### src/include/numeric_oscillator_pkg.sv
// constants shared by the numeric oscillator output stage and its helpers
// assumes a single 50 MHz clock that is also the selected source clock
package numeric_oscillator_pkg;
   localparam int ADDR_W = 8;                          // register address width
   localparam int DATA_W = 32;                         // register data width
   localparam int ACC_W = 20;                          // accumulator and increment width
   localparam int PCNT_W = 8;                          // pulse width counter width
   localparam int ROUTE_N = 5;                         // number of on-chip consumers
   // byte offsets of the registers
   localparam logic [7:0] OFS_CTRL = 8'h00;            // oscillator_control_reg
   localparam logic [7:0] OFS_CLK = 8'h04;             // oscillator_clock_reg
   localparam logic [7:0] OFS_INC = 8'h08;             // increment value
   localparam logic [7:0] OFS_ACC = 8'h0C;             // accumulator, read only
   localparam logic [7:0] OFS_REQ = 8'h10;             // peripheral_request_reg
   localparam logic [7:0] OFS_IEN = 8'h14;             // peripheral_enable_reg
   localparam logic [7:0] OFS_ICON = 8'h18;            // interrupt_control_reg
   // field positions
   localparam int CTRL_EN_POS = 0;                     // module_enable_bit
   localparam int CTRL_PFM_POS = 1;                    // pulse_mode_select
   localparam int CTRL_POL_POS = 2;                    // output_polarity_select
   localparam int CTRL_OUT_POS = 3;                    // output level, read only
   localparam int CLK_PWS_POS = 0;                     // pulse_width_select, 3 bits
   localparam int CLK_SEL_POS = 4;                     // clock source select, 2 bits
   localparam int REQ_FLAG_POS = 0;                    // overflow_irq_flag
   localparam int IEN_IE_POS = 0;                      // overflow_irq_enable
   localparam int ICON_PERIPHERAL_IRQ_ENABLE_POS = 0;                   // peripheral_irq_enable
   localparam int ICON_GIE_POS = 1;                    // global_irq_enable
   // consumer positions in the route vector
   localparam int ROUTE_CLC = 0;                       // configurable_logic_cell
   localparam int ROUTE_CWG = 1;                       // complementary_waveform_gen
   localparam int ROUTE_TMR_A = 2;                     // first timer
   localparam int ROUTE_TMR_B = 3;                     // second timer
   localparam int ROUTE_REFERENCE_CLOCK_OUTPUT = 4;                      // reference_clock_output
   // source select code of the high_freq_internal_osc
   localparam logic [1:0] SRC_HFINT = 2'h1;
   // every register clears to this after reset
   localparam logic [DATA_W-1:0] RST_ZERO = 32'h0000_0000;
   // pulse width is one source period shifted left by the select value
   localparam logic [PCNT_W-1:0] PULSE_UNIT = 8'h01;
endpackage

### src/numeric_oscillator.sv
// numeric oscillator: accumulator, fixed duty and pulse output stage,
// polarity, overflow interrupt and register port
// assumes clk is the selected source clock and bus strobes are one cycle
//
// Summary of operation
// add increment each source cycle, carry is overflow
// fixed duty mode toggles output per overflow
// mode select zero picks fixed duty
// pulse mode: active pulse, then inactive
// pulse starts on edge after overflow
// mode select one picks pulse mode
// three-bit select sets pulse width
// width beyond overflow interval holds output
// polarity select applied as last stage
// polarity change with interrupt enabled flags event
// every overflow sets the overflow flag
// interrupt needs all four enables set
// software clears the flag, never hardware
// reset clears every register to zero
// runs from own source, also in sleep
// keep internal oscillator alive in sleep
// output routed to five on-chip consumers
`timescale 1ns/1ps
module numeric_oscillator
   import numeric_oscillator_pkg::*;
(
   input wire logic clk,
   input wire logic rst,
   input wire logic [ADDR_W-1:0] addr,
   input wire logic [DATA_W-1:0] wdata,
   input wire logic wr_en,
   input wire logic rd_en,
   input wire logic sleep,
   output logic [DATA_W-1:0] rdata_r,
   output logic oscillator_output_r,
   output logic [ROUTE_N-1:0] osc_route_r,
   output logic hfint_keep_r,
   output logic irq_r
);
   // register state of the block, apart from the flag and the pulse timer
   typedef struct packed
   {
      logic en;                                        // module_enable_bit
      logic pfm;                                       // pulse_mode_select
      logic pol;                                       // output_polarity_select
      logic [2:0] pws;                                 // pulse_width_select
      logic [1:0] clksel;                              // clock source select
      logic [ACC_W-1:0] inc;                           // increment value
      logic [ACC_W-1:0] acc;                           // accumulator
      logic ie;                                        // overflow_irq_enable
      logic peripheral_irq_enable;                                      // peripheral_irq_enable
      logic global_irq_enable;                                       // global_irq_enable
      logic level;                                     // fixed duty toggle level
      logic out;                                       // final oscillator_output
      logic [ROUTE_N-1:0] route;                       // copies for the consumers
      logic keep;                                      // hold the internal oscillator
      logic [DATA_W-1:0] rdata;                        // read data, one cycle late
   } osc_state_t;

   osc_state_t st_r;
   osc_state_t st_nxt;

   logic [ACC_W:0] sum;                                // accumulator plus carry
   logic ovf_now;                                      // accumulator_overflow this cycle
   logic pulse_start;                                  // launch a pulse mode pulse
   logic pulse_clear;                                  // hold the pulse timer idle
   logic pulse_active_nxt;                             // timer level after this edge
   logic raw_nxt;                                      // output before polarity
   logic pol_evt;                                      // polarity driven transition
   logic flag_set;                                     // any flag raising event
   logic flag_clr;                                     // software write-one-to-clear
   logic gate_all;                                     // all four enables
   logic flag_r;                                       // overflow_irq_flag

   // address match, used by both the write and the read decode
   function automatic logic hit(input logic [ADDR_W-1:0] a, input logic [ADDR_W-1:0] ofs);
      hit = (a == ofs);
   endfunction

   // accumulator addition, widened by one bit to keep the carry
   assign sum = {1'b0, st_r.acc} + {1'b0, st_r.inc};
   // no overflow is counted while the module is off
   assign ovf_now = st_r.en & sum[ACC_W];

   // pulse timer is only used in pulse mode; fixed duty keeps it idle
   assign pulse_start = ovf_now & st_r.pfm;
   assign pulse_clear = ~st_r.en | ~st_r.pfm;

   // software clears the flag by writing a one to its bit
   assign flag_clr = wr_en & hit(addr, OFS_REQ) & wdata[REQ_FLAG_POS];

   // the interrupt is forwarded only with every enable set
   assign gate_all = st_r.en & st_r.ie & st_r.peripheral_irq_enable & st_r.global_irq_enable;

   pulse_width_timer u_pulse
   (
      .clk(clk),
      .rst(rst),
      .start(pulse_start),
      .clear(pulse_clear),
      .width_sel(st_r.pws),
      .active_nxt(pulse_active_nxt)
   );

   overflow_irq_cell u_irq
   (
      .clk(clk),
      .rst(rst),
      .set_evt(flag_set),
      .clr_req(flag_clr),
      .gate_all(gate_all),
      .flag_r(flag_r),
      .irq_r(irq_r)
   );

   // next state: register writes, accumulator, output stage and read data
   always_comb
   begin
      st_nxt = st_r;
      st_nxt.rdata = RST_ZERO;
      raw_nxt = 1'b0;
      // register writes; the flag lives in the interrupt cell
      if (wr_en)
      begin
         if (hit(addr, OFS_CTRL))
         begin
            st_nxt.en = wdata[CTRL_EN_POS];
            st_nxt.pfm = wdata[CTRL_PFM_POS];
            st_nxt.pol = wdata[CTRL_POL_POS];
         end
         else if (hit(addr, OFS_CLK))
         begin
            st_nxt.pws = wdata[CLK_PWS_POS +: 3];
            st_nxt.clksel = wdata[CLK_SEL_POS +: 2];
         end
         else if (hit(addr, OFS_INC))
         begin
            st_nxt.inc = wdata[ACC_W-1:0];
         end
         else if (hit(addr, OFS_IEN))
         begin
            st_nxt.ie = wdata[IEN_IE_POS];
         end
         else if (hit(addr, OFS_ICON))
         begin
            st_nxt.peripheral_irq_enable = wdata[ICON_PERIPHERAL_IRQ_ENABLE_POS];
            st_nxt.global_irq_enable = wdata[ICON_GIE_POS];
         end
         else
         begin
            // unmapped or read-only offsets ignore writes
            st_nxt.en = st_r.en;
         end
      end
      // accumulator runs on every source edge while enabled, sleep or not
      if (st_r.en)
      begin
         st_nxt.acc = sum[ACC_W-1:0];
      end
      // fixed duty toggle; cleared when off or in pulse mode
      if (!st_r.en || st_r.pfm)
      begin
         st_nxt.level = 1'b0;
      end
      else if (ovf_now)
      begin
         st_nxt.level = ~st_r.level;
      end
      // choose the active level source by mode
      if (!st_r.en)
      begin
         raw_nxt = 1'b0;                               // off shows the inactive level
      end
      else if (st_r.pfm)
      begin
         raw_nxt = pulse_active_nxt;
      end
      else
      begin
         raw_nxt = st_nxt.level;
      end
      // polarity is the very last stage, taken from the new setting so
      // that a polarity write shows on the next edge
      st_nxt.out = raw_nxt ^ st_nxt.pol;
      st_nxt.route = {ROUTE_N{st_nxt.out}};
      // keep the internal oscillator alive while asleep and in use
      st_nxt.keep = st_nxt.en & sleep & (st_nxt.clksel == SRC_HFINT);
      // read data, presented in the cycle after the strobe only
      if (rd_en)
      begin
         if (hit(addr, OFS_CTRL))
         begin
            st_nxt.rdata[CTRL_EN_POS] = st_r.en;
            st_nxt.rdata[CTRL_PFM_POS] = st_r.pfm;
            st_nxt.rdata[CTRL_POL_POS] = st_r.pol;
            st_nxt.rdata[CTRL_OUT_POS] = st_r.out;
         end
         else if (hit(addr, OFS_CLK))
         begin
            st_nxt.rdata[CLK_PWS_POS +: 3] = st_r.pws;
            st_nxt.rdata[CLK_SEL_POS +: 2] = st_r.clksel;
         end
         else if (hit(addr, OFS_INC))
         begin
            st_nxt.rdata[ACC_W-1:0] = st_r.inc;
         end
         else if (hit(addr, OFS_ACC))
         begin
            st_nxt.rdata[ACC_W-1:0] = st_r.acc;
         end
         else if (hit(addr, OFS_REQ))
         begin
            st_nxt.rdata[REQ_FLAG_POS] = flag_r;
         end
         else if (hit(addr, OFS_IEN))
         begin
            st_nxt.rdata[IEN_IE_POS] = st_r.ie;
         end
         else if (hit(addr, OFS_ICON))
         begin
            st_nxt.rdata[ICON_PERIPHERAL_IRQ_ENABLE_POS] = st_r.peripheral_irq_enable;
            st_nxt.rdata[ICON_GIE_POS] = st_r.global_irq_enable;
         end
         else
         begin
            // unmapped offsets read as zero
            st_nxt.rdata = RST_ZERO;
         end
      end
   end

   // a polarity write that flips the output counts as an event, but only
   // while the overflow interrupt is enabled; otherwise it stays silent
   assign pol_evt = (st_nxt.pol != st_r.pol) & (st_nxt.out != st_r.out) & st_r.ie;
   assign flag_set = ovf_now | pol_evt;

   // state register; reset clears everything to zero
   always_ff @(posedge clk or posedge rst)
   begin
      if (rst)
         st_r <= '0;
      else
         st_r <= st_nxt;
   end

   // outputs come straight from the state register
   assign rdata_r = st_r.rdata;
   assign oscillator_output_r = st_r.out;
   assign osc_route_r = st_r.route;
   assign hfint_keep_r = st_r.keep;

   // checks kept beside the logic they guard
   a_ovf_sets_flag: assert property (@(posedge clk) disable iff (rst)
      ovf_now |=> flag_r)
      else $error("overflow did not set the flag");

   a_fixed_toggles: assert property (@(posedge clk) disable iff (rst)
      ovf_now && !st_r.pfm && !wr_en |=> st_r.out != $past(st_r.out))
      else $error("fixed duty output did not toggle");

   a_fixed_holds: assert property (@(posedge clk) disable iff (rst)
      st_r.en && !st_r.pfm && !ovf_now && !wr_en |=> st_r.out == $past(st_r.out))
      else $error("fixed duty output moved without overflow");

   a_pulse_active: assert property (@(posedge clk) disable iff (rst)
      ovf_now && st_r.pfm && !wr_en |=> st_r.out == !st_r.pol)
      else $error("pulse not active after overflow");

   a_pulse_returns: assert property (@(posedge clk) disable iff (rst)
      ovf_now && st_r.pfm && st_r.pws == 3'h1 && !wr_en
      ##1 !ovf_now && !wr_en ##1 !ovf_now && !wr_en |=> st_r.out == st_r.pol)
      else $error("two period pulse did not end");

   a_off_inactive: assert property (@(posedge clk) disable iff (rst)
      !st_r.en && !wr_en |=> st_r.out == st_r.pol)
      else $error("disabled output not at inactive level");

   a_pol_event: assert property (@(posedge clk) disable iff (rst)
      pol_evt |=> flag_r && st_r.out != $past(st_r.out))
      else $error("polarity transition not flagged");

   a_keep_hfint: assert property (@(posedge clk) disable iff (rst)
      st_r.en && sleep && st_r.clksel == SRC_HFINT && !wr_en |=> hfint_keep_r)
      else $error("internal oscillator dropped in sleep");

   a_runs_in_sleep: assert property (@(posedge clk) disable iff (rst)
      st_r.en && sleep |=> st_r.acc == $past(sum[ACC_W-1:0]))
      else $error("accumulator stalled");

   a_route_follows: assert property (@(posedge clk) disable iff (rst)
      osc_route_r[ROUTE_REFERENCE_CLOCK_OUTPUT] == oscillator_output_r && osc_route_r[ROUTE_CLC] == st_r.out)
      else $error("consumer copy differs from output");
endmodule // numeric_oscillator

### src/pulse_width_timer.sv
// pulse width timer for the pulse frequency mode of the numeric oscillator
// assumes start and clear come from the owner's own clock domain
`timescale 1ns/1ps
module pulse_width_timer
   import numeric_oscillator_pkg::*;
(
   input wire logic clk,
   input wire logic rst,
   input wire logic start,
   input wire logic clear,
   input wire logic [2:0] width_sel,
   output logic active_nxt
);
   typedef struct packed
   {
      logic active;                                    // pulse is in its active level
      logic [PCNT_W-1:0] cnt;                          // periods still to run after this
   } timer_state_t;

   timer_state_t st_r;
   timer_state_t st_nxt;

   // next state: a new start restarts the count, so a width longer than
   // the overflow interval just keeps the output active
   always_comb
   begin
      st_nxt = st_r;
      if (clear)
      begin
         st_nxt = '0;
      end
      else if (start)
      begin
         st_nxt.active = 1'b1;
         st_nxt.cnt = (PULSE_UNIT << width_sel) - PULSE_UNIT;
      end
      else if (st_r.cnt != '0)
      begin
         st_nxt.active = 1'b1;
         st_nxt.cnt = st_r.cnt - PULSE_UNIT;
      end
      else
      begin
         st_nxt.active = 1'b0;
      end
   end

   assign active_nxt = st_nxt.active;

   // state register
   always_ff @(posedge clk or posedge rst)
   begin
      if (rst)
         st_r <= '0;
      else
         st_r <= st_nxt;
   end

   a_start_goes_active: assert property (@(posedge clk) disable iff (rst)
      start && !clear |=> st_r.active)
      else $error("pulse not active after start");

   a_min_width_ends: assert property (@(posedge clk) disable iff (rst)
      start && !clear && width_sel == 3'h0 ##1 !start && !clear |=> !st_r.active)
      else $error("one period pulse did not end");
endmodule // pulse_width_timer

### src/overflow_irq_cell.sv
// sticky overflow flag with write-one-to-clear and gated interrupt output
// assumes the four enables are already combined by the owner
`timescale 1ns/1ps
module overflow_irq_cell
   import numeric_oscillator_pkg::*;
(
   input wire logic clk,
   input wire logic rst,
   input wire logic set_evt,
   input wire logic clr_req,
   input wire logic gate_all,
   output logic flag_r,
   output logic irq_r
);
   typedef struct packed
   {
      logic flag;                                      // overflow_irq_flag
      logic irq;                                       // registered interrupt level
   } irq_state_t;

   irq_state_t st_r;
   irq_state_t st_nxt;

   // set wins over a clear in the same cycle so no event is lost;
   // hardware never clears the flag by itself
   always_comb
   begin
      st_nxt = st_r;
      if (set_evt)
         st_nxt.flag = 1'b1;
      else if (clr_req)
         st_nxt.flag = 1'b0;
      st_nxt.irq = st_nxt.flag & gate_all;
   end

   assign flag_r = st_r.flag;
   assign irq_r = st_r.irq;

   // state register
   always_ff @(posedge clk or posedge rst)
   begin
      if (rst)
         st_r <= '0;
      else
         st_r <= st_nxt;
   end

   a_flag_no_autoclr: assert property (@(posedge clk) disable iff (rst)
      st_r.flag && !clr_req |=> st_r.flag)
      else $error("flag cleared without software");

   a_set_beats_clr: assert property (@(posedge clk) disable iff (rst)
      set_evt |=> st_r.flag)
      else $error("flag event lost");

   a_irq_gated: assert property (@(posedge clk) disable iff (rst)
      st_r.irq |-> $past(gate_all) && st_r.flag)
      else $error("interrupt without all enables");
endmodule // overflow_irq_cell

### config.mk
export PLATFORM = sky130hd
export DESIGN_NAME = numeric_oscillator
export DESIGN_NICKNAME = d
export VERILOG_FILES = /design/src/include/numeric_oscillator_pkg.sv /design/src/numeric_oscillator.sv /design/src/pulse_width_timer.sv /design/src/overflow_irq_cell.sv
export SDC_FILE = /design/constraint.sdc
export NUM_CORES = 1
export LEC_CHECK = 0
export ABC_AREA = 1
export BUFFER_PORTS_ARGS = -buffer_cell sky130_fd_sc_hd__buf_4
export CORE_AREA = 2 2 95 97
export DETAILED_ROUTE_END_ITERATION = 10
export DIE_AREA = 0 0 97 99
export PLACE_DENSITY_LB_ADDON = 0.08
export SETUP_SLACK_MARGIN = 0.3
export SYNTH_ARGS = -nofsm -noshare
export SYNTH_HDL_FRONTEND = slang
export SYNTH_SLANG_ARGS = --single-unit
### constraint.sdc
create_clock -name clk -period 7.4 [get_ports clk]
set_input_delay 1.11 -clock clk [delete_from_list [all_inputs] [get_ports clk]]
set_output_delay 1.11 -clock clk [all_outputs]
set_load 0.01 [all_outputs]
==> key figures, run 1 <==
Routing
  – Via count: 4,129
  – Pre-antenna DRT Iters: 6
  – Wire per inst: 14.0 um
  – Post-route ant nets: 0
  – First DRT Iteration DRCs: 191
  – Vias per inst: 5.29
  – Residual DRC: 0
  – Final wirelength: 10,900 um

Clock network
  – Clk Latency, worst-skew pair: 0.36 ns
  – CTS Buffer Depth: 2
  – H-tree depth: 3
  – Setup bufs post-CTS: 0
  – Clock root cell: clkbuf_8
  – Num Clock Sinks: 84
  – CTS Buf Count: 9
  – Post-CTS sizing: 0
  – Clock transition at the registers of the reported paths: roughly 0.070 ns
  – CTS tree: done
  – Cts hold-fix bufs: 0

Critical path
  – Worst Path Max Fanout: 25
  – Type of origin of the critical path: primary input
  – CP peak stage delay: 0.45 ns
  – WS Path Type: in2reg
  – Critical path's slowest cell: nand2_2
  – Top cell family by delay on the critical path: simple AND/OR/NAND/NOR gates
  – CP arrival: 3.04 ns
  – Crit end category: register
  – WP data required: 7.64 ns
  – Crit-path cells: buf_4 > nor4_4 > nand2_1 > inv_2 > nand2_2 > mux2_1
  – Worst Path Buf+Inv: 2

Die
  – Die ar.: ~9600 um^2
  – Initial core utilization: 0.602
  – Die X: 97 um
  – Total core area: around 8600 um^2
  – Row cnt: 34
  – # IOs: 85
  – Die span in y: 99 um

Placement
  – Placer Congestion: approximately 0.9
  – Area after DPL: 5460 um^2
  – PortBufs: 60
  – Dpl hpwl: 8110 um

Final layout
  – Share of cells above drive strength 1: 0.177
  – FF/Latch Area: 2100 um^2
  – Nets: 738
  – Most frequent cells in the layout: 159 x nand2_1, 84 x dfrtp_1, 65 x inv_1
  – N_diodes: 0
  – Multi-input gate area: 2480 um^2
  – Most common cell after layout, fill and taps aside: nand2_1
  – Design Area, Final: 5610 um^2
  – Area growth, synth to finish: 8.92%
  – Fill cell count: 765

Logic synthesis
  – Post-Syn Area: 5150 um^2
  – Yosys reg bits: 84
  – Post-synthesis sequential area ratio: 0.408
  – Most used DFF post-synth: dfrtp_1
  – Cell variety after synth: 55
  – Number of synthesized flops with an enable pin: 0
  – Cells after Synth: 635
  – Syn_area_per_cell: 8.10 um^2
  – Async set or reset register ratio after synthesis: 1.00
  – Ys Warns: 0

GRT
  – Total track usage: 0.238
  – First-pass GRT wire length: 18,500 um
  – GR Overflow Total: 0
  – Initial antenna violation count: 0
  – Pin count of the biggest net entering global routing: 85
  – Vias in the first global route: 3,960

STA
  – Max Fclk: 357 MHz
  – Post-route minimum period: 2.80 ns
  – Worst-margin pin slew: 1.04 ns
  – Worst Skew: 0.0149 ns
  – Period utilization: 0.378
  – Slew Viols, Final: 0
  – Unrepaired setup endpoints after global routing: false
  – Worst slew margin: 0.305
  – Endpoints failing hold: 0
  – Final TNS setup: 0 ns
  – Setup Viol. Count Final: 0

Power
  – Leak: approximately 0.0028 uW
  – Peak VDD IR: 0.132 mV
  – Pwr Density: 236 nW/um^2

Min path
  – Hold Path Class: reg2reg

Flow run
  – Max-cap violations: 0

Run status
  – Status: finished, final reports clean
[kinds of logic (layout without fill, tap and decap cells)]
kind of cell	count (synthesis)	after routing	share of synthesized area
other	1	12	0.000729
buffers and inverters	120	147	0.117
XOR/XNOR	13	13	0.0221
AO/OA/AOI/OAI	111	111	0.126
multiplexers	16	16	0.0348
adder cells (fa/ha/maj)	22	22	0.0549
AND/OR/NAND/NOR	268	268	0.237
flip-flops	84	84	0.408
[power breakdown]
group          total [uW]  switching, uW  internal, uW  leakage (uW)
Combinational         456            279           177       0.00168
Clock                 272            157           115     0.0000739
Sequential            595           64.0           531       0.00110
[final cells by class]
| class | instances | area share |
|---|---|---|
| sequential | 84 | 0.375 |
| inverter | 73 | 0.0500 |
| tap | 108 | 0.0241 |
| clock buffer | 10 | 0.0228 |
| timing repair buffer | 61 | 0.0817 |
| clock inverter | 3 | 0.00312 |
| multi-input combinational | 442 | 0.443 |
[worst register-to-register path: cells and delay by family (launching register included)]
kind / cells / cell delay [ns]
compound gates: 1 / 0.26
fa+ha+maj: 3 / 0.84
buf+inv: 3 / 0.21
flops: 1 / 0.37
simple gates: 7 / 0.99
[final timing paths]
| kind | startpoint | to | slack [ns] | cells after the start |
|---|---|---|---|---|
| worst max-delay path | addr[4] | st_r[67] | 4.60 | 6 |
| worst min-delay path | st_r[68] | st_r[68] | 0.53 | 2 |
| worst max register to register | st_r[63] | u_pulse.st_r[1] | 4.67 | 14 |
| worst min register to register | st_r[68] | st_r[68] | 0.53 | 2 |
| max in group asynchronous | rst | st_r[50] | 5.66 | 3 |
| min in group asynchronous | rst | st_r[42] | 1.07 | 3 |
[registers in the layout (all words and copies together), names as in the netlist]
name	flops
u_pulse.st_r	8
osc_route_r	1
u_irq.flag_r	1
st_r	52
u_irq.irq_r	1
hfint_keep_r	1
rdata_r	20
[synthesized netlist by cell type (4+ instances only)]
cell type,number,area share
a21oi_1,38,0.037
a31oi_1,7,0.0085
buf_4,38,0.055
clkbuf_1,6,0.0044
dfrtp_1,84,0.41
ha_1,21,0.051
inv_1,66,0.048
inv_2,4,0.0029
mux2_1,6,0.013
mux2_2,9,0.020
nand2_1,159,0.12
nand2_2,8,0.0097
nand3_1,23,0.022
nand4_1,8,0.0097
nor2_1,36,0.026
nor2_2,4,0.0049
nor3_1,11,0.011
nor4_1,4,0.0049
o21ai_0,38,0.037
o21ai_1,5,0.0049
o21ai_2,4,0.0068
xnor2_1,5,0.0085
xor2_1,8,0.014
[layer usage]
layer	GRT usage	vias up	share of wire
met5	0	-	0
met4	0.0758	0	0.012
met3	0.0355	13	0.047
met2	0.371	111	0.43
met1	0.347	1901	0.51
li1	-	2104	-
[per-stage QoR]
| stage | util | total power (uW) | setup slack [ns] | hold slack [ns] | cells |
|---|---|---|---|---|---|
| global route | 0.656 | 1420 | 4.39 | 0.549 | 781 |
| finish | 0.656 | 1320 | 4.60 | 0.526 | 781 |
| global placement | 0.639 | 1040 | 4.25 | 0.494 | 768 |
| detailed placement | 0.639 | 1060 | 4.20 | 0.504 | 768 |
| CTS | 0.656 | 1330 | 4.57 | 0.521 | 781 |
| floorplan | - | 950 | 4.12 | 0.473 | 646 |
Power figures use the tool's default switching activity.
==> inputs of run 2 (changes only) <==
Settings changed: CORE_AREA 2 2 95 97 to 2 2 99 101, DIE_AREA 0 0 97 99 to 0 0 101 103.
Clock period 7.4 ns to 2.66 ns, I/O delays scaled along.
==> key figures, run 2 (synthesized netlist as in run 1, its figures left out) <==
Critical path
  – WP data required: 2.92 ns (was 7.64 ns)
  – Worst Path Max Fanout: 6 (was 25)
  – Top cell family by delay on the critical path: simple AND/OR/NAND/NOR gates (unchanged)
  – WS Path Type: reg2reg (was in2reg)
  – CP peak stage delay: 0.43 ns (was 0.45 ns)
  – CP arrival: 2.62 ns (was 3.04 ns)
  – Crit-path cells: ha_4 > fa_2 > nand2_4 > o21ai_4 > nand2_2 > nand3_4 > nand2_8 > inv_6 > buf_8 > nand2_4 > o21ai_4 > nor2_4 > nand4_1 > nand2_1 > nor2_2 (was buf_4 > nor4_4 > nand2_1 > inv_2 > nand2_2 > mux2_1)
  – Worst Path Buf+Inv: 2 (unchanged)
  – Critical path's slowest cell: dfrtp_1 (was nand2_2)
  – Crit end category: register (unchanged)
  – Type of origin of the critical path: register (was primary input)

Flow run
  – Max-cap violations: 0 (unchanged)

Routing
  – Final wirelength: 12,000 um (was 10,900 um)
  – Vias per inst: 5.27 (was 5.29)
  – Pre-antenna DRT Iters: 5 (was 6)
  – Via count: 4,365 (was 4,129)
  – Post-route ant nets: 0 (unchanged)
  – First DRT Iteration DRCs: 219 (was 191)
  – Wire per inst: 14.5 um (was 14.0 um)
  – Residual DRC: 0 (unchanged)

Final layout
  – Share of cells above drive strength 1: 0.295 (was 0.177)
  – Area growth, synth to finish: 23.1% (was 8.92%)
  – Most frequent cells in the layout: 144 x nand2_1, 98 x buf_4, 83 x dfrtp_1 (was 159 x nand2_1, 84 x dfrtp_1, 65 x inv_1)
  – N_diodes: 0 (unchanged)
  – Max reg flops: 52 (unchanged)
  – Most flop-heavy register: st_r (unchanged)
  – Post-route insts no fill: 829 (was 781)
  – Most common cell after layout, fill and taps aside: nand2_1 (unchanged)
  – Nets: 777 (was 738)

Die
  – Die span in y: 103 um (was 99 um)
  – Die ar.: 10,400 um^2 (was 9600 um^2)
  – Die X: 101 um (was 97 um)
  – # IOs: 85 (unchanged)
  – Initial core utilization: 0.544 (was 0.602)
  – Row cnt: 36 (was 34)
  – Total core area: 9460 um^2 (was 8550 um^2)

Power
  – Leak: 0.00309 uW (was 0.00285 uW)
  – Final Power: 4310 uW (was 1320 uW)
  – Clock power frac: 0.208 (was 0.206)
  – Peak VDD IR: 0.389 mV (was 0.132 mV)
  – Switching Power: 1610 uW (was 500 uW)
  – Switching share of power: 0.374 (was 0.378)
  – Combinational power share: 0.395 (was 0.345)
  – Pwr Density: 680 nW/um^2 (was 236 nW/um^2)
  – Internal power: 2700 uW (was 822 uW)
  – Flop pwr share: 0.396 (was 0.449)

STA
  – Max Fclk: 424 MHz
  – Post-route minimum period: between 2 and 2.5 ns
  – Endpoints failing hold: 0 (unchanged)
  – Worst Skew: 0.00931 ns (was 0.0149 ns)
  – Final TNS setup: 0 ns (unchanged)
  – Unrepaired setup endpoints after global routing: true (was false)
  – Worst-margin pin slew: 0.607 ns (was 1.04 ns)
  – Setup Viol. Count Final: 0 (unchanged)
  – Worst slew margin: 0.593 (was 0.305)
  – Period utilization: 0.887
  – Slew Viols, Final: 0 (unchanged)

GRT
  – GR Overflow Total: 0 (unchanged)
  – Total track usage: 0.238 (about the same)
  – First-pass GRT wire length: 19,200 um (was 18,500 um)
  – Vias in the first global route: 4,069 (was 3,960)
  – Initial antenna violation count: 0 (unchanged)
  – Pin count of the biggest net entering global routing: 36 (was 85)

Placement
  – Dpl hpwl: 8390 um (was 8110 um)
  – PortBufs: 60 (unchanged)
  – Placer Congestion: 0.875 (was 0.903)
  – Cells after DPL: 787 (was 768)

Clock network
  – Num Clock Sinks: 84 (unchanged)
  – CTS Buf Count: 9 (unchanged)
  – CTS tree: done (unchanged)
  – Clock root cell: clkbuf_8 (unchanged)
  – H-tree depth: 3 (unchanged)
  – Clk Latency, worst-skew pair: 0.37 ns (was 0.36 ns)
  – Clock transition at the registers of the reported paths: 0.08 ns (was 0.07 ns)
  – CTS Buffer Depth: 2 (unchanged)

Run status
  – Status: finished, final reports clean (unchanged)

Min path
  – Hold Path Class: in2async (was reg2reg)
==> run 2: cell types whose count changed in the layout (fill, tap and decap cells not counted), sizes merged <==
cell      before  now
buf           61  100
bufinv         0    1
clkbuf        10   11
clkinvlp       1    2
==> run 2: worst reg2reg max path, stage by stage (launching register included) <==
cell and delay (ns):
dfrtp_1 0.43, ha_4 0.20, fa_2 0.42, nand2_4 0.10
o21ai_4 0.09, nand2_2 0.11, nand3_4 0.11, nand2_8 0.10
inv_6 0.04, buf_8 0.13, nand2_4 0.06, o21ai_4 0.08
nor2_4 0.15, nand4_1 0.10, nand2_1 0.09, nor2_2 0.04
==> run 2: cell type report <==
cell class              count  area [um^2]
well taps                 114          143
flip-flops and latches     84         2100
multi-input cells         442         2850
repair buffers            100          771
inverters                  73          283
clock inverters             5         52.6
fillers                   789         3120
clock buffers              11          131
==> run 2: power groups by stage <==
stage                     Sequential (uW)  Clock [uW]  Combinational, uW
after CTS                            1710         916               1520
after detailed placement             1720           0               1380
after global placement               1700           0               1360
final                                1710         899               1700
after floorplan                      1680           0               1090
after global routing                 1730         962               1900
==> run 2: what timing repair did <==
action,4_1_cts,5_1_grt
hold buffers,0,0
pin swaps,6,19
buffers inserted,10,16
setup endpoints to repair,9,12
endpoints found under the hold margin,0,0
gates resized for setup,17,35
==> run 2: through the flow <==
stage,setup slack [ns],area (um^2),hold slack [ns],util
after floorplan,0.304,5330,0.473,-
after global placement,0.207,5720,0.501,0.605
after detailed placement,0.190,5720,0.507,0.605
after CTS,0.304,6090,0.0998,0.644
after global routing,0.182,6340,0.137,0.670
final,0.302,6340,0.0869,0.670
==> run 2: path summary, 6_finish.rpt <==
check / from / endpoint / slack, ns / cells past startpoint
setup reg to reg: st_r[63] / u_pulse.st_r[6] / 0.30 / 15
setup / recovery: st_r[63] / u_pulse.st_r[6] / 0.30 / 15
min in group clk: wdata[13] / st_r[76] / 0.24 / 2
max in group asynchronous: rst / rdata_r[8] / 1.74 / 4
hold reg to reg: st_r[84] / st_r[84] / 0.53 / 2
hold / removal: rst / st_r[85] / 0.09 / 2
==> run 2: layer usage <==
| metal | vias to the layer above | share of wire | routed length (um) | track usage |
|---|---|---|---|---|
| met5 | - | 0 | 0 | 0 |
| met4 | 0 | 0.023 | 275 | 0.104 |
| met3 | 19 | 0.047 | 568 | 0.0305 |
| met2 | 110 | 0.45 | 5350 | 0.367 |
| met1 | 2056 | 0.48 | 5790 | 0.340 |
| li1 | 2180 | - | - | - |
==> inputs of run 3 (changes only) <==
Settings changed: ABC_AREA 1 to default, CORE_AREA 2 2 99 101 to 2 2 97 99, DIE_AREA 0 0 101 103 to 0 0 99 101, MAX_ROUTING_LAYER from default to met4.
==> key figures, run 3 <==
Run status
  – Status: complete, but fails checks (was finished, final reports clean)
  – Failing checks: negative setup slack

GRT
  – Pin count of the biggest net entering global routing: 41 (was 36)
  – First-pass GRT wire length: 19,200 um (about the same)
  – GR Overflow Total: 0 (unchanged)
  – Vias in the first global route: 4,037 (was 4,069)
  – Total track usage: 0.251 (was 0.238)
  – Initial antenna violation count: 0 (unchanged)

Routing
  – Post-route ant nets: 0 (unchanged)
  – First DRT Iteration DRCs: 102 (was 219)
  – Pre-antenna DRT Iters: 4 (was 5)
  – Wire per inst: 16.3 um (was 14.5 um)
  – Vias per inst: 5.54 (was 5.27)
  – Via count: 3,997 (was 4,365)
  – Residual DRC: 0 (unchanged)
  – Final wirelength: 11,800 um (was 12,000 um)

STA
  – Setup WS post-layout: -0.341 ns (was 0.302 ns)
  – Post-route minimum period: 3.00 ns (was 2.36 ns)
  – Worst-margin pin slew: 0.694 ns (was 0.607 ns)
  – Worst Skew: 0.0134 ns (was 0.00931 ns)
  – Unrepaired setup endpoints after global routing: true (unchanged)
  – Period utilization: 1.13 (was 0.887)
  – Endpoints failing hold: 0 (unchanged)
  – Max Fclk: 333 MHz (was 424 MHz)
  – Final hold slack: 0.118 ns (was 0.0869 ns)
  – Setup Viol. Count Final: 4 (was 0)
  – Slew Viols, Final: 0 (unchanged)
  – Worst slew margin: 0.537 (was 0.593)
  – Final TNS setup: -0.987 ns (was 0 ns)

Logic synthesis
  – Area leader, netlist: dfrtp_1 (unchanged)
  – Post-Syn Area: 4990 um^2 (was 5150 um^2)
  – Number of synthesized flops with an enable pin: 0 (unchanged)
  – Syn_area_per_cell: 10.5 um^2 (was 8.10 um^2)
  – Cell variety after synth: 70 (was 55)
  – Count leader, synth: dfrtp_1 (was nand2_1)
  – Synth top area share: 0.421 (was 0.408)
  – Ys Warns: 0 (unchanged)
  – Most used DFF post-synth: dfrtp_1 (unchanged)
  – Async set or reset register ratio after synthesis: 1.00 (unchanged)
  – Post-synthesis sequential area ratio: 0.421 (was 0.408)
  – Top post-synthesis cells by count: 84 x dfrtp_1, 42 x mux2_2, 37 x buf_4 (was 159 x nand2_1, 84 x dfrtp_1, 66 x inv_1)
  – Cells after Synth: 474 (was 635)
  – Yosys reg bits: 84 (unchanged)
  – Largest cells by area after synthesis: dfrtp_1 42%, mux2_2 9.5%, buf_4 5.6% (was dfrtp_1 41%, nand2_1 12%, buf_4 5.5%)

Clock network
  – Clock root cell: clkbuf_8 (unchanged)
  – Clock transition at the registers of the reported paths: 0.09 ns (was 0.08 ns)
  – Num Clock Sinks: 84 (unchanged)
  – Clk Latency, worst-skew pair: 0.38 ns (was 0.37 ns)
  – CTS tree: done (unchanged)
  – H-tree depth: 3 (unchanged)
  – CTS Buf Count: 9 (unchanged)
  – CTS Buffer Depth: 2 (unchanged)

Final layout
  – Most common cell after layout, fill and taps aside: buf_4 (was nand2_1)
  – Share of cells above drive strength 1: 0.455 (was 0.295)
  – Area growth, synth to finish: 31.7% (was 23.1%)
  – Fill cell count: 641 (was 789)
  – N_diodes: 0 (unchanged)
  – Nets: 673 (was 777)
  – Layout Utilization: 0.732 (was 0.670)
  – Max reg flops: 52 (unchanged)
  – Most frequent cells in the layout: 156 x buf_4, 84 x dfrtp_1, 41 x mux2_2 (was 144 x nand2_1, 98 x buf_4, 83 x dfrtp_1)
  – Most flop-heavy register: st_r (unchanged)

Critical path
  – Worst Path Max Fanout: 5 (was 6)
  – Reg2reg setup slack: -0.34 ns (was 0.30 ns)
  – WP data required: 2.93 ns (was 2.92 ns)
  – RR Endpoint: u_pulse.st_r[4] (was u_pulse.st_r[6])
  – Type of origin of the critical path: register (unchanged)
  – R2R depth: 15 (unchanged)
  – CP arrival: 3.27 ns (was 2.62 ns)
  – Worst r2r src: st_r[43] (was st_r[63])
  – WS Path Type: reg2reg (unchanged)
  – Crit end category: register (unchanged)

Placement
  – Dpl ws: -0.516 ns (was 0.190 ns)
  – Dpl hpwl: 8200 um (was 8390 um)
  – PortBufs: 60 (unchanged)
  – Placer Congestion: 0.906 (was 0.875)

Power
  – Pwr Density: 757 nW/um^2 (was 680 nW/um^2)
  – Final Power: 4980 uW (was 4310 uW)
  – Peak VDD IR: 0.434 mV (was 0.389 mV)
  – Leak: 0.00322 uW (was 0.00309 uW)

Die
  – Die span in y: 101 um (was 103 um)
  – Die X: 99 um (was 101 um)
  – Row cnt: 35 (was 36)
  – # IOs: 85 (unchanged)
  – Initial core utilization: 0.556 (was 0.544)
  – Total core area: 8980 um^2 (was 9460 um^2)
  – Die ar.: 10000 um^2 (was 10,400 um^2)

Min path
  – Hold Path Class: in2async (unchanged)

Flow run
  – Max-cap violations: 0 (unchanged)
[run 3: changes by cell type after synthesis, moves of 11 or more]
cell     delta
a21o_1     +11
a21oi_1    -12
a22oi_1    +15
inv_1      -57
mux2_2     +33
nand2_1   -137
nand3_1    -15
o21ai_0    -17
[run 3: metal layers]
| layer | share of wire | vias up | wire length (um) | global-route usage |
|---|---|---|---|---|
| met1 | 0.44 | 1950 | 5160 | 0.304 |
| li1 | - | 1924 | - | - |
| met3 | 0.040 | 20 | 476 | 0.0402 |
| met5 | 0 | - | 0 | - |
| met4 | 0.018 | 0 | 211 | 0.0980 |
| met2 | 0.50 | 103 | 5940 | 0.424 |
[run 3: cell type report]
class | count | area, um^2 | area share
repair buffers | 165 | 1290 | 0.196
clock buffers | 9 | 124 | 0.0188
flip-flops and latches | 84 | 2100 | 0.320
well taps | 111 | 139 | 0.0211
multi-input cells | 336 | 2780 | 0.423
inverters | 10 | 41.3 | 0.00628
clock inverters | 7 | 98.8 | 0.0150
[run 3: worst max path at each step]
stage | start | end | slack (ns) | cells after the start
after detailed placement | st_r[71] | u_pulse.st_r[4] | -0.52 | 15
after global placement | st_r[71] | u_pulse.st_r[4] | -0.36 | 15
after global routing | st_r[72] | u_pulse.st_r[4] | -0.43 | 15
after floorplan | st_r[43] | u_pulse.st_r[4] | -0.47 | 18
final | st_r[43] | u_pulse.st_r[4] | -0.34 | 15
after CTS | st_r[71] | u_pulse.st_r[6] | -0.31 | 14
[run 3: logic make-up after synthesis]
family                     Yosys count  share of synthesized area
buffers and inverters               65                     0.0793
xor gates and xnor gates            22                     0.0386
and+or+nand+nor                    115                      0.125
adders and majority gates           22                     0.0567
other                                1                   0.000752
AOI/OAI and AO/OA                  115                      0.164
muxes                               50                      0.114
DFF                                 84                      0.421
[run 3: power by group]
part	leakage, uW	switching [uW]	internal, uW
Combinational	0.00202	988	1220
Sequential	0.00109	205	1520
Clock	0.000110	512	535
[run 3: repair_timing]
action	CTS	global route
setup buffers	9	7
gates resized for setup	29	20
gates cloned	0	0
hold buffers	0	0
pin swaps	18	21
setup endpoints to repair	22	21
[run 3: critical path, stage by stage, from the launching register on]
cell	delay (ns)
dfrtp_1	0.39
ha_2	0.20
fa_2	0.37
a211oi_4	0.27
o21ai_4	0.09
a31o_1	0.25
o2bb2ai_1	0.14
o31a_1	0.26
nor4b_4	0.14
a21oi_2	0.19
ha_4	0.19
nor2_2	0.04
mux2i_1	0.15
o21ai_1	0.08
nand2_1	0.10
a21oi_2	0.05
[run 3: stage by stage]
step	instance area, um^2	std cells
after floorplan	5070	485
after global placement	5980	690
after detailed placement	5980	690
after CTS	6420	715
after global routing	6570	722
final	6570	722
